### config.mk
export PLATFORM = sky130hd
export DESIGN_NAME = gtgo_timer
export DESIGN_NICKNAME = d
export VERILOG_FILES = /design/src/hw/gtgo_pkg.sv /design/src/hw/gtgo_gate.sv /design/src/hw/gtgo_timer.sv
export SDC_FILE = /design/constraint.sdc
export NUM_CORES = 1
export LEC_CHECK = 0
export BUFFER_PORTS_ARGS = -buffer_cell sky130_fd_sc_hd__clkbuf_2
export CAP_MARGIN = 20
export CORE_ASPECT_RATIO = 1.75
export CORE_MARGIN = 10
export CORE_UTILIZATION = 45
export CTS_BUF_LIST = sky130_fd_sc_hd__clkbuf_4 sky130_fd_sc_hd__clkbuf_8
export CTS_CLUSTER_DIAMETER = 100
export DETAILED_ROUTE_END_ITERATION = 10
export PLACE_DENSITY = 0.66
export SYNTH_ARGS = -nofsm -noshare
export SYNTH_HDL_FRONTEND = slang
export SYNTH_HIERARCHICAL = 1
export SYNTH_SLANG_ARGS = --single-unit
export TNS_END_PERCENT = 50
### constraint.sdc
create_clock -name aclk -period 2.6 [get_ports aclk]
set_clock_uncertainty 0.15 [all_clocks]
set_input_delay 0.26 -clock aclk [delete_from_list [all_inputs] [get_ports aclk]]
set_output_delay 0.26 -clock aclk [all_outputs]
set_load 0.01 [all_outputs]
### src/hw/gtgo_pkg.sv
// Purpose: Constants for the gated 16-bit counter with gate and overflow
// Assumes: AXI4-Lite register access, 32-bit data, one clock
// Notes: Byte offsets are word aligned; reserved bits read as zero, except CTRL bits 4-5, which read back as written
// What this block does
// - Two-bit select picks gate pin, companion wrap, comparator A or B.
// - With gating on, count only while polarity-adjusted gate is active.
// - Clearing counter_on stops counting and clears the toggle flip-flop.
// - Companion timer wrap from ff to 00 makes a gate pulse.
// - Each comparator source is used synchronized to counter ticks or raw.
// - Toggle flip-flop flips on rising gate edges, held clear when off.
// - One-shot: set enable, then arm; counting opens at next rising edge.
// - Arm flag clears itself on the trailing edge of that pulse.
// - Once disarmed, gate events cannot count until software rearms.
// - Toggle plus one-shot measures one full gate source period.
// - Gate level status is always readable, even with gating off.
// - Falling gate level sets gate event flag; interrupt if enabled.
// - Gate event flag is set even while gating is disabled.
// - Count wraps from ffff to 0000 and sets the overflow flag.
// - Overflow irq needs counter_on, its enable, peripheral and global.
// - In sleep, count only with external clock and sync bypass set.
// - Overflow in sleep wakes the device; irq if global enable set.
// - Secondary oscillator keeps running in sleep regardless of bypass.
// - Count is capture/compare time base; capture copies, compare matches.
// - Auto-conversion trigger clears count without setting overflow.
// - A count write in the same cycle as a trigger clear wins.
`default_nettype none
package gtgo_pkg;
	localparam logic [7:0] OFS_CTRL = 8'h00;
	localparam logic [7:0] OFS_GATE = 8'h04;
	localparam logic [7:0] OFS_COUNT = 8'h08;
	localparam logic [7:0] OFS_FLAGS = 8'h0c;
	localparam logic [7:0] OFS_IRQEN = 8'h10;
	localparam logic [7:0] OFS_CCPAIR = 8'h14;
	localparam logic [7:0] OFS_CCCFG = 8'h18;
	localparam int B_ON = 0;
	localparam int B_SYNCBYP = 2;
	localparam int B_OSCEN = 3;
	localparam int B_CS = 6;
	localparam int B_GSS = 0;
	localparam int B_GVAL = 2;
	localparam int B_GO = 3;
	localparam int B_SPM = 4;
	localparam int B_TM = 5;
	localparam int B_POL = 6;
	localparam int B_GE = 7;
	localparam int B_CSYA = 8;
	localparam int B_CSYB = 9;
	localparam int B_OVF = 0;
	localparam int B_GEV = 1;
	localparam int B_OVIE = 0;
	localparam int B_GEIE = 1;
	localparam int B_PERIPHERAL_IRQ_ENABLE = 2;
	localparam int B_GIE = 3;
	localparam int B_CAP = 0;
	localparam int B_CMP = 1;
	localparam int B_ACT = 2;
	localparam logic [1:0] GSS_PIN = 2'h0;
	localparam logic [1:0] GSS_COMPANION = 2'h1;
	localparam logic [1:0] GSS_CMPA = 2'h2;
	localparam logic [1:0] GSS_CMPB = 2'h3;
	localparam logic [1:0] CS_EXT = 2'h2;
	localparam logic [7:0] COMPANION_MAX = 8'hff;
	localparam logic [15:0] COUNT_MAX = 16'hffff;
	localparam logic [31:0] RST_REG = 32'h0000_0000;
	localparam logic [1:0] RESP_OKAY = 2'h0;
	localparam logic [1:0] RESP_SLVERR = 2'h2;
endpackage : gtgo_pkg
`default_nettype wire

### src/hw/gtgo_gate.sv
// Purpose: Gate source selection, polarity, toggle and one-shot shaping
// Assumes: Pin and comparator inputs arrive already double-synchronized
// Notes: Output level is registered, one cycle behind the source, two cycles with toggle on
`default_nettype none
module gtgo_gate
	import gtgo_pkg::*;
(
	input wire logic aclk,
	input wire logic aresetn,
	input wire logic [1:0] gate_source_select,
	input wire logic gate_polarity,
	input wire logic gate_toggle_enable,
	input wire logic gate_one_shot_enable,
	input wire logic gate_arm_flag,
	input wire logic counter_on,
	input wire logic cmp_a_sync,
	input wire logic cmp_b_sync,
	input wire logic tick,
	input wire logic gate_pin_s,
	input wire logic [7:0] companion_count,
	input wire logic cmp_a_s,
	input wire logic cmp_b_s,
	output logic gate_level,
	output logic arm_done
);
	typedef struct packed {
		logic [7:0] comp_prev;
		logic cmp_a_t;
		logic cmp_b_t;
		logic act_prev;
		logic tff;
		logic tg_prev;
		logic win;
		logic val;
	} gtgo_gate_st_t;
	gtgo_gate_st_t st_r, st_nxt;
	logic wrap, ca, cb, raw, act, tg, tg_rise, tg_fall;
	always_comb begin
		st_nxt = st_r;
		st_nxt.comp_prev = companion_count;
		wrap = (st_r.comp_prev == COMPANION_MAX) && (companion_count == 8'h00);
		// Synchronized variants only move on counter ticks
		if (tick) begin
			st_nxt.cmp_a_t = cmp_a_s;
			st_nxt.cmp_b_t = cmp_b_s;
		end
		ca = cmp_a_sync ? st_r.cmp_a_t : cmp_a_s;
		cb = cmp_b_sync ? st_r.cmp_b_t : cmp_b_s;
		unique case (gate_source_select)
			GSS_PIN: raw = gate_pin_s;
			GSS_COMPANION: raw = wrap;
			GSS_CMPA: raw = ca;
			GSS_CMPB: raw = cb;
		endcase
		act = ~(raw ^ gate_polarity);
		st_nxt.act_prev = act;
		if (!gate_toggle_enable || !counter_on) begin
			st_nxt.tff = 1'b0;
		end else if (act && !st_r.act_prev) begin
			st_nxt.tff = ~st_r.tff;
		end
		tg = gate_toggle_enable ? st_r.tff : act;
		st_nxt.tg_prev = tg;
		tg_rise = tg && !st_r.tg_prev;
		tg_fall = !tg && st_r.tg_prev;
		arm_done = 1'b0;
		if (!gate_one_shot_enable || !gate_arm_flag) begin
			st_nxt.win = 1'b0;
		end else if (tg_rise) begin
			st_nxt.win = 1'b1;
		end else if (tg_fall && st_r.win) begin
			st_nxt.win = 1'b0;
			arm_done = 1'b1;
		end
		st_nxt.val = gate_one_shot_enable ? (st_nxt.win && tg) : tg;
		gate_level = st_r.val;
	end
	always_ff @(posedge aclk) begin
		if (!aresetn) begin
			st_r <= '0;
		end else begin
			st_r <= st_nxt;
		end
	end
endmodule : gtgo_gate
`default_nettype wire

### src/hw/gtgo_timer.sv
// Purpose: Gated 16-bit counter with overflow, gate event and compare link
// Assumes: AXI4-Lite master with one write and one read outstanding
// Notes: Flags clear by writing one; a hardware set in that cycle wins
//
// The AXI4-Lite slave port and the placing of the registers are this design's own decisions.
`default_nettype none
module gtgo_timer
	import gtgo_pkg::*;
#(
	parameter int ADDR_W = 8
) (
	input wire logic aclk,
	input wire logic aresetn,
	input wire logic [ADDR_W-1:0] s_axi_awaddr,
	input wire logic s_axi_awvalid,
	output logic s_axi_awready,
	input wire logic [31:0] s_axi_wdata,
	input wire logic [3:0] s_axi_wstrb,
	input wire logic s_axi_wvalid,
	output logic s_axi_wready,
	output logic [1:0] s_axi_bresp,
	output logic s_axi_bvalid,
	input wire logic s_axi_bready,
	input wire logic [ADDR_W-1:0] s_axi_araddr,
	input wire logic s_axi_arvalid,
	output logic s_axi_arready,
	output logic [31:0] s_axi_rdata,
	output logic [1:0] s_axi_rresp,
	output logic s_axi_rvalid,
	input wire logic s_axi_rready,
	input wire logic gate_pin_input,
	input wire logic [7:0] companion_count,
	input wire logic comparator_a_output,
	input wire logic comparator_b_output,
	input wire logic ext_clk_input,
	input wire logic capture_input,
	input wire logic sleep_active,
	output logic irq,
	output logic wake,
	output logic compare_event,
	output logic secondary_osc_run
);
	localparam int NSYNC = 5;
	typedef struct packed {
		logic awready;
		logic wready;
		logic bvalid;
		logic [1:0] bresp;
		logic aw_h;
		logic w_h;
		logic [ADDR_W-1:0] awaddr;
		logic [31:0] wdata;
		logic [3:0] wstrb;
		logic arready;
		logic rvalid;
		logic [1:0] rresp;
		logic [31:0] rdata;
		logic [NSYNC-1:0] s1;
		logic [NSYNC-1:0] s2;
		logic ext_prev;
		logic cap_prev;
		logic gval_prev;
		logic [7:0] ctrl;
		logic [9:0] gate;
		logic [15:0] count;
		logic [1:0] flags;
		logic [3:0] irqen;
		logic [15:0] ccpair;
		logic [2:0] cccfg;
		logic trig;
		logic irq;
		logic wake;
		logic cmp_ev;
		logic match_prev;
		logic osc_run;
	} gtgo_st_t;
	gtgo_st_t st_r, st_nxt;
	logic gate_level, arm_done;
	logic on, gen, syncbyp, tick, count_en, ext_rise, cap_rise, match;
	logic [1:0] cs;
	logic wr_do, wr_ok, rd_ok, ovf_set, gev_set;
	logic [31:0] wmask, rd_val;
	logic [15:0] cnt_inc;
	gtgo_gate u_gate (
		.aclk(aclk),
		.aresetn(aresetn),
		.gate_source_select(st_r.gate[B_GSS+:2]),
		.gate_polarity(st_r.gate[B_POL]),
		.gate_toggle_enable(st_r.gate[B_TM]),
		.gate_one_shot_enable(st_r.gate[B_SPM]),
		.gate_arm_flag(st_r.gate[B_GO]),
		.counter_on(st_r.ctrl[B_ON]),
		.cmp_a_sync(st_r.gate[B_CSYA]),
		.cmp_b_sync(st_r.gate[B_CSYB]),
		.tick(tick),
		.gate_pin_s(st_r.s2[0]),
		.companion_count(companion_count),
		.cmp_a_s(st_r.s2[1]),
		.cmp_b_s(st_r.s2[2]),
		.gate_level(gate_level),
		.arm_done(arm_done)
	);
	// Merge written bytes into an old value
	function automatic logic [31:0] gtgo_merge(input logic [31:0] old,
		input logic [31:0] nw, input logic [31:0] m);
		gtgo_merge = (old & ~m) | (nw & m);
	endfunction : gtgo_merge
	always_comb begin
		st_nxt = st_r;
		st_nxt.s1 = {capture_input, ext_clk_input, comparator_b_output,
			comparator_a_output, gate_pin_input};
		st_nxt.s2 = st_r.s1;
		st_nxt.ext_prev = st_r.s2[3];
		st_nxt.cap_prev = st_r.s2[4];
		ext_rise = st_r.s2[3] && !st_r.ext_prev;
		cap_rise = st_r.s2[4] && !st_r.cap_prev;
		on = st_r.ctrl[B_ON];
		syncbyp = st_r.ctrl[B_SYNCBYP];
		cs = st_r.ctrl[B_CS+:2];
		gen = st_r.gate[B_GE];
		// Internal sources tick every cycle; no separate slow oscillator here
		tick = (cs == CS_EXT) ? ext_rise : 1'b1;
		if (sleep_active && !((cs == CS_EXT) && syncbyp)) begin
			tick = 1'b0;
		end
		count_en = on && (!gen || gate_level) && tick;
		cnt_inc = st_r.count + 16'h0001;
		// A trigger clear is not a wrap, so it must not raise overflow
		ovf_set = count_en && !st_r.trig
			&& (st_r.count == COUNT_MAX);
		st_nxt.gval_prev = gate_level;
		gev_set = st_r.gval_prev && !gate_level;
		match = st_r.cccfg[B_CMP] && (st_r.ccpair == st_r.count);
		// Only the start of a match fires, even if the count stays parked
		st_nxt.match_prev = match;
		st_nxt.cmp_ev = match && !st_r.match_prev;
		st_nxt.trig = match && st_r.cccfg[B_ACT] && !st_r.match_prev;
		// Count path: write beats trigger beats increment
		if (st_r.trig) begin
			st_nxt.count = 16'h0000;
		end else if (count_en) begin
			st_nxt.count = cnt_inc;
		end
		if (st_r.cccfg[B_CAP] && cap_rise) begin
			st_nxt.ccpair = st_r.count;
		end
		if (arm_done) begin
			st_nxt.gate[B_GO] = 1'b0;
		end
		st_nxt.gate[B_GVAL] = 1'b0;
		// AXI write channel
		if (s_axi_awvalid && st_r.awready) begin
			st_nxt.aw_h = 1'b1;
			st_nxt.awaddr = s_axi_awaddr;
		end
		if (s_axi_wvalid && st_r.wready) begin
			st_nxt.w_h = 1'b1;
			st_nxt.wdata = s_axi_wdata;
			st_nxt.wstrb = s_axi_wstrb;
		end
		if (st_r.bvalid && s_axi_bready) begin
			st_nxt.bvalid = 1'b0;
		end
		wr_do = st_r.aw_h && st_r.w_h && !st_r.bvalid;
		for (int i = 0; i < 4; i++) begin
			wmask[i*8+:8] = {8{st_r.wstrb[i]}};
		end
		wr_ok = 1'b1;
		if (wr_do) begin
			st_nxt.aw_h = 1'b0;
			st_nxt.w_h = 1'b0;
			st_nxt.bvalid = 1'b1;
			unique case (st_r.awaddr)
				OFS_CTRL: st_nxt.ctrl = 8'(gtgo_merge(32'(st_r.ctrl),
					st_r.wdata, wmask) & 32'h0000_00fd);
				OFS_GATE: begin
					st_nxt.gate = 10'(gtgo_merge(32'(st_r.gate),
						st_r.wdata, wmask));
					st_nxt.gate[B_GVAL] = 1'b0;
					if (!wmask[B_GO]) begin
						st_nxt.gate[B_GO] = st_nxt.gate[B_GO] && !arm_done;
					end
				end
				OFS_COUNT: st_nxt.count = 16'(gtgo_merge(32'(st_r.count),
					st_r.wdata, wmask));
				OFS_FLAGS: st_nxt.flags = st_r.flags
					& ~(st_r.wdata[1:0] & wmask[1:0]);
				OFS_IRQEN: st_nxt.irqen = 4'(gtgo_merge(32'(st_r.irqen),
					st_r.wdata, wmask));
				OFS_CCPAIR: st_nxt.ccpair = 16'(gtgo_merge(32'(st_r.ccpair),
					st_r.wdata, wmask));
				OFS_CCCFG: st_nxt.cccfg = 3'(gtgo_merge(32'(st_r.cccfg),
					st_r.wdata, wmask));
				default: wr_ok = 1'b0;
			endcase
			st_nxt.bresp = wr_ok ? RESP_OKAY : RESP_SLVERR;
		end
		// Hardware sets win over a same-cycle software clear
		if (ovf_set) begin
			st_nxt.flags[B_OVF] = 1'b1;
		end
		if (gev_set) begin
			st_nxt.flags[B_GEV] = 1'b1;
		end
		st_nxt.awready = !st_nxt.aw_h && !st_nxt.bvalid;
		st_nxt.wready = !st_nxt.w_h && !st_nxt.bvalid;
		// AXI read channel
		rd_ok = 1'b1;
		rd_val = 32'h0000_0000;
		unique case (s_axi_araddr)
			OFS_CTRL: rd_val = 32'(st_r.ctrl);
			OFS_GATE: begin
				rd_val = 32'(st_r.gate);
				rd_val[B_GVAL] = gate_level;
			end
			OFS_COUNT: rd_val = 32'(st_r.count);
			OFS_FLAGS: rd_val = 32'(st_r.flags);
			OFS_IRQEN: rd_val = 32'(st_r.irqen);
			OFS_CCPAIR: rd_val = 32'(st_r.ccpair);
			OFS_CCCFG: rd_val = 32'(st_r.cccfg);
			default: rd_ok = 1'b0;
		endcase
		if (s_axi_arvalid && st_r.arready) begin
			st_nxt.arready = 1'b0;
			st_nxt.rvalid = 1'b1;
			st_nxt.rdata = rd_ok ? rd_val : 32'h0000_0000;
			st_nxt.rresp = rd_ok ? RESP_OKAY : RESP_SLVERR;
		end else if (st_r.rvalid && s_axi_rready) begin
			st_nxt.rvalid = 1'b0;
			st_nxt.arready = 1'b1;
		end
		// Interrupt and wake outputs follow the registered flags
		st_nxt.irq = st_r.irqen[B_GIE] && st_r.irqen[B_PERIPHERAL_IRQ_ENABLE]
			&& ((st_r.flags[B_OVF] && st_r.irqen[B_OVIE] && on)
			|| (st_r.flags[B_GEV] && st_r.irqen[B_GEIE]));
		// Wake does not need the global enable; handler entry does
		st_nxt.wake = sleep_active && st_r.flags[B_OVF] && on
			&& st_r.irqen[B_OVIE] && st_r.irqen[B_PERIPHERAL_IRQ_ENABLE];
		st_nxt.osc_run = st_r.ctrl[B_OSCEN];
	end
	always_ff @(posedge aclk) begin
		if (!aresetn) begin
			st_r <= '0;
			st_r.awready <= 1'b1;
			st_r.wready <= 1'b1;
			st_r.arready <= 1'b1;
		end else begin
			st_r <= st_nxt;
		end
	end
	assign s_axi_awready = st_r.awready;
	assign s_axi_wready = st_r.wready;
	assign s_axi_bresp = st_r.bresp;
	assign s_axi_bvalid = st_r.bvalid;
	assign s_axi_arready = st_r.arready;
	assign s_axi_rdata = st_r.rdata;
	assign s_axi_rresp = st_r.rresp;
	assign s_axi_rvalid = st_r.rvalid;
	assign irq = st_r.irq;
	assign wake = st_r.wake;
	assign compare_event = st_r.cmp_ev;
	assign secondary_osc_run = st_r.osc_run;
endmodule : gtgo_timer
`default_nettype wire

# Word-level counts from Yosys, hierarchy flattened
# Index checks and enable logic that the tools add are counted.
# classes
n_addsub	1
eq_ne	19
n_mux	40
bitwise	21
reduce_logical	81
# op_table
operator	n
$pmux 16 s7	1
$mux 16	5
$and 16x16->16	3
$eq 8x5->1 const B	6
$mux 45	1
$logic_and 1x1->1	39
$eq 8x4->1 const B	4
$mux 32	1
$or 16x16->16	2
$logic_not 8->1	3
$mux 1	22
$logic_not 1->1	19
$add 16x1->16 const B	1
$eq 16x16->1	1
$eq 16x16->1 const B	1
$eq 8x3->1 const B	2
$not 16->16	1
$reduce_and 2->1	7
$reduce_or 7->1	2
$and 10x10->10	1
$mux 2	5
$or 10x10->10	1
$reduce_bool 2->1	5
$and 8x8->8	1
other kinds (19)	28
# word_totals
ff_bits	161
input_bits	73
out_inout_bits	45

# Logic depth before layout (Yosys ltp)
# depth
ltp_word	18
ltp_mapped	7
depth_no_buf	7

# By module
# The synthesis kept the hierarchy.
# modules_own_cells
mod	n_inst	cells_per_inst	area_each_um2	seq_area_each_um2
gtgo_timer	1	729	6252.2	2542.4
gtgo_gate	1	65	656.9	300.3

# Least setup slack after synthesis
# No wires, ideal clock.
# synth_path
path_type	input to register
startpoint	input companion_count[1]
endpoint	register st_r[50] in the netlist's numbering
setup_time_ns	0.115
t_arrival_ns	1.685
required_time_ns	2.335
slack_ns	0.650
cell_stages	7
n_path_buf	0
path_cell_list	or4b_4 -> nor4_2 -> a211oi_2 -> mux2i_1 -> a21oi_1 -> and3b_1 -> o21a_1
# synth_between
elab_chain_len	17
# synth_rtl
element	line_no	source
from (decl)	gtgo_timer.sv:32	input wire logic [7:0] companion_count,
$logic_not 8->1 *	gtgo_gate.sv:41	wrap = (st_r.comp_prev == COMPANION_MAX) && (companion_count == 8'h00);
$logic_and 1x1->1 *	gtgo_gate.sv:41	
$pmux 1 s4 *	gtgo_gate.sv:49	unique case (gate_source_select)
$xor 1x1->1 *	gtgo_gate.sv:55	act = ~(raw ^ gate_polarity);
$not 1->1 *	gtgo_gate.sv:55	
$mux 1 *	gtgo_gate.sv:62	tg = gate_toggle_enable ? st_r.tff : act;
$logic_not 1->1	gtgo_gate.sv:65	tg_fall = !tg && st_r.tg_prev;
$logic_and 1x1->1	gtgo_gate.sv:65	
[... 2 more ...]	-	
$mux 1 *	gtgo_gate.sv:69	end else if (tg_rise) begin
$mux 1 *	gtgo_gate.sv:67	if (!gate_one_shot_enable || !gate_arm_flag) begin
net arm_done	gtgo_timer.sv:78	logic gate_level, arm_done;
$logic_not 1->1	gtgo_timer.sv:181	st_nxt.gate[B_GO] = st_nxt.gate[B_GO] && !arm_done;
$logic_and 1x1->1	gtgo_timer.sv:181	
$mux 1	gtgo_timer.sv:180	if (!wmask[B_GO]) begin
$mux 4	gtgo_timer.sv:173	unique case (st_r.awaddr)
$mux 45 *	gtgo_timer.sv:169	if (wr_do) begin
to (signal assigned)	gtgo_timer.sv:248	st_r <= st_nxt;
to (decl)	gtgo_timer.sv:77	gtgo_st_t st_r, st_nxt;
# Mark *: on every way through the listed nets, which the timed path passes. The rest lies on a longest branch. The select of a mux whose other input is x is not followed.
# A chain may end at the register's enable or synchronous reset.

==> qor.yml <==
run_status:
  status: "finished, final reports clean"
setup_path:
  cp_slowest_stage_delay_ns: 0.50
  cp_slowest_cell: "dfxtp_1"
  arrival_ns: 2.56
  crit_required_ns: 2.79
  start_kind: "flop"
  cp_max_fo: 7
  worst-setup-path-type: "reg -> reg"
  crit_chain: "nand4_2 > or3_1 > nor4_1 > o22ai_1 > a221o_1"
  worstSetupEndpointType: "flop"
grt:
  grt_pass1_vias: 6049
  grt_pass1_wl_mm: 31.68
  grt_max_degree: 65
  grt-ovfl-total: 0
  antenna_found_initial: 0
  grtUsageTotal: 0.1899
clock_tree:
  cts_buffers: 17
  cts_hold_buffers: 43
  cts_resized: 0
  clk_latency_ns: 0.45
  cts.sinks: 142
  cts_tree: "built"
  post_cts_buffers: 0
  cts_root_buffer: "clkbuf_8"
  clock_path_buffers: 2
  cts_max_level: 4
  worst_setup_hold_path_clk_slew_ns: 0.09
detailed_routing:
  totalWireLength_mm: 20.01
  dr.pass1.iters: 10
  viasPerCell: 5.579
  route.vias.total: 6081
  wl_per_cell_um: 18.35
  final_antenna_net_count: 0
  drc: 0
  dr.first_iter.drc_count: 483
placement:
  port_buffers: 81
  place_area_um2: 7321
  dpl_worst_slack_ns: 0.3040
  dpl.hpwl_mm: 14.99
  gp_congestion: 0.9331
  place_inst: 1015
timing:
  max_freq_mhz: 422.2
  rsz0062_at_grt: "false"
  holdWs_ns: 0.1334
  slew_violations: 0
  relSlewSlack: 0.5247
  setup_viol: 0
  setup_slack_ns: 0.2313
  period_needed_ns: 2.369
  final_hold_viol_count: 0
  fin_crit_sh: 0.9110
  worst_pin_slew_ns: 0.7130
  setup_tns_ns: 0
logic_synthesis:
  synth_warnings: 6
  synth_flop_cell: "dfxtp_1"
  synth_seq_cells: 142
  yosysMostFrequentCell: "dfxtp_1"
  synth_seq_area_share: 0.4114
  synth.top_cell.area_share: 0.4114
  yosys.area.top_type: "dfxtp_1"
  synth-edff-count: 0
  syn_avg_cell_area_um2: 8.702
  async_reset_ff_frac: 0
  synthDistinctLibCells: 78
  synth_cells: 794
  ys_top_cells_by_count: "dfxtp_1, nand2_1, nor2_1"
  syn-cell-area_um2: 6909
  synth_area_leaders: "dfxtp_1, nand2_1, mux2i_1, buf_4, a21boi_0"
job:
  drv_cap: 0
floorplan:
  io_pins: 118
  start_util: 0.4611
  die_w_um: 113.7
  dieArea_um2: 20900
  design.core.area_um2: 14990
  dieHeight_um: 183.9
  std_cell_rows: 59
final_layout:
  diodes: 0
  nets: 968
  final_area_um2: 8159
  instances_no_fill: 1090
  syn_to_final_growth_pct: 18.09
  drive_above_1_share: 0.1720
  final_core_util: 0.5445
power_and_ir_drop:
  switchingPower_mw: 1.227
  seq_power_share: 0.509
  vdd_drop_max_uv: 321.5
  internal-power_mw: 3.297
  clock_power_share: 0.406
  swShare: 0.2713
  p_per_area_nw_per_um2: 554.4
  p_leak_nw: 3.324
  p_total_mw: 4.524
  comb_power_share: 0.085
worst_hold_path:
  worstHoldStart: "s_axi_araddr[6]"
  min_path_type: "in -> reg"
[cell families after synthesis]
kind of cell,after synthesis,share of synthesized area
simple gates,324,0.2546
compound gates,171,0.1815
flops,142,0.4114
buf+inv,106,0.08004
mux,31,0.04708
xor+xnor,17,0.02155
fa+ha+maj,2,0.003259
other cells,1,0.0005428
[layout by cell type, fill, tap and decap left out, types with 3 or more instances in the layout]
master / count
buf_4: 25
a22o_1: 5
and4_1: 4
o21ai_0: 29
inv_6: 5
nand2_1: 103
nor3_1: 18
nand3_1: 23
nor2b_1: 26
o22ai_1: 7
dfxtp_1: 142
clkbuf_8: 17
conb_1: 18
a21boi_0: 36
a21oi_1: 19
a21o_1: 4
mux2i_1: 28
o211a_1: 10
nor2_1: 41
inv_1: 20
nand4b_1: 3
or4_1: 4
a31oi_1: 7
clkbuf_2: 80
nand2b_1: 6
xnor2_1: 15
nand3b_1: 11
o311ai_0: 8
a222oi_1: 6
nor4_1: 9
inv_8: 3
and3_1: 6
o31ai_1: 4
and2_1: 31
nand4_1: 17
clkinvlp_4: 3
a22oi_1: 10
dlygate4sd3_1: 43
[critical path, delay by kind of cell (launching register included)]
family	cells	cell delay, ns
flip-flops	1	0.50
AND/OR/NAND/NOR	3	1.19
AO/OA/AOI/OAI	2	0.43
[routing by layer]
layer / share of wire / GRT usage / wire (um) / up-vias
met2: 0.52 / 0.3417 / 10480 / 228
met5: 0 / 0 / 0 / -
met3: 0.047 / 0.04020 / 938 / 61
li1: - / - / - / 2983
met4: 0.052 / 0.1086 / 1044 / 0
met1: 0.38 / 0.1967 / 7544 / 2809
[layout make-up]
cell class | instances | area (um2)
timing repair buffer | 149 | 1023
multi-input combinational | 563 | 3577
fill | 1395 | 6827
inverter | 21 | 78.83
tap | 183 | 229.0
clock inverter | 15 | 173.9
sequential | 142 | 2843
clock buffer | 17 | 234.0
[power by group through the flow]
stage	registers (mW)	clock network, mW	logic (mW)
global placement	2.35	0	0.329
CTS	2.30	1.87	0.386
global route	2.31	1.96	0.430
detailed placement	2.35	0	0.333
finish	2.30	1.84	0.385
floorplan	2.32	0	0.242
[path summary, 6_finish.rpt]
kind / endpoint / slack [ns] / cells after the start
hold reg to reg: compare_event / 0.27 / 1
setup reg to reg: flop / 0.23 / 5
setup / recovery: flop / 0.23 / 5
hold / removal: s_axi_rdata[1] / 0.13 / 5
Note: power is estimated with default switching activity, not from simulation.
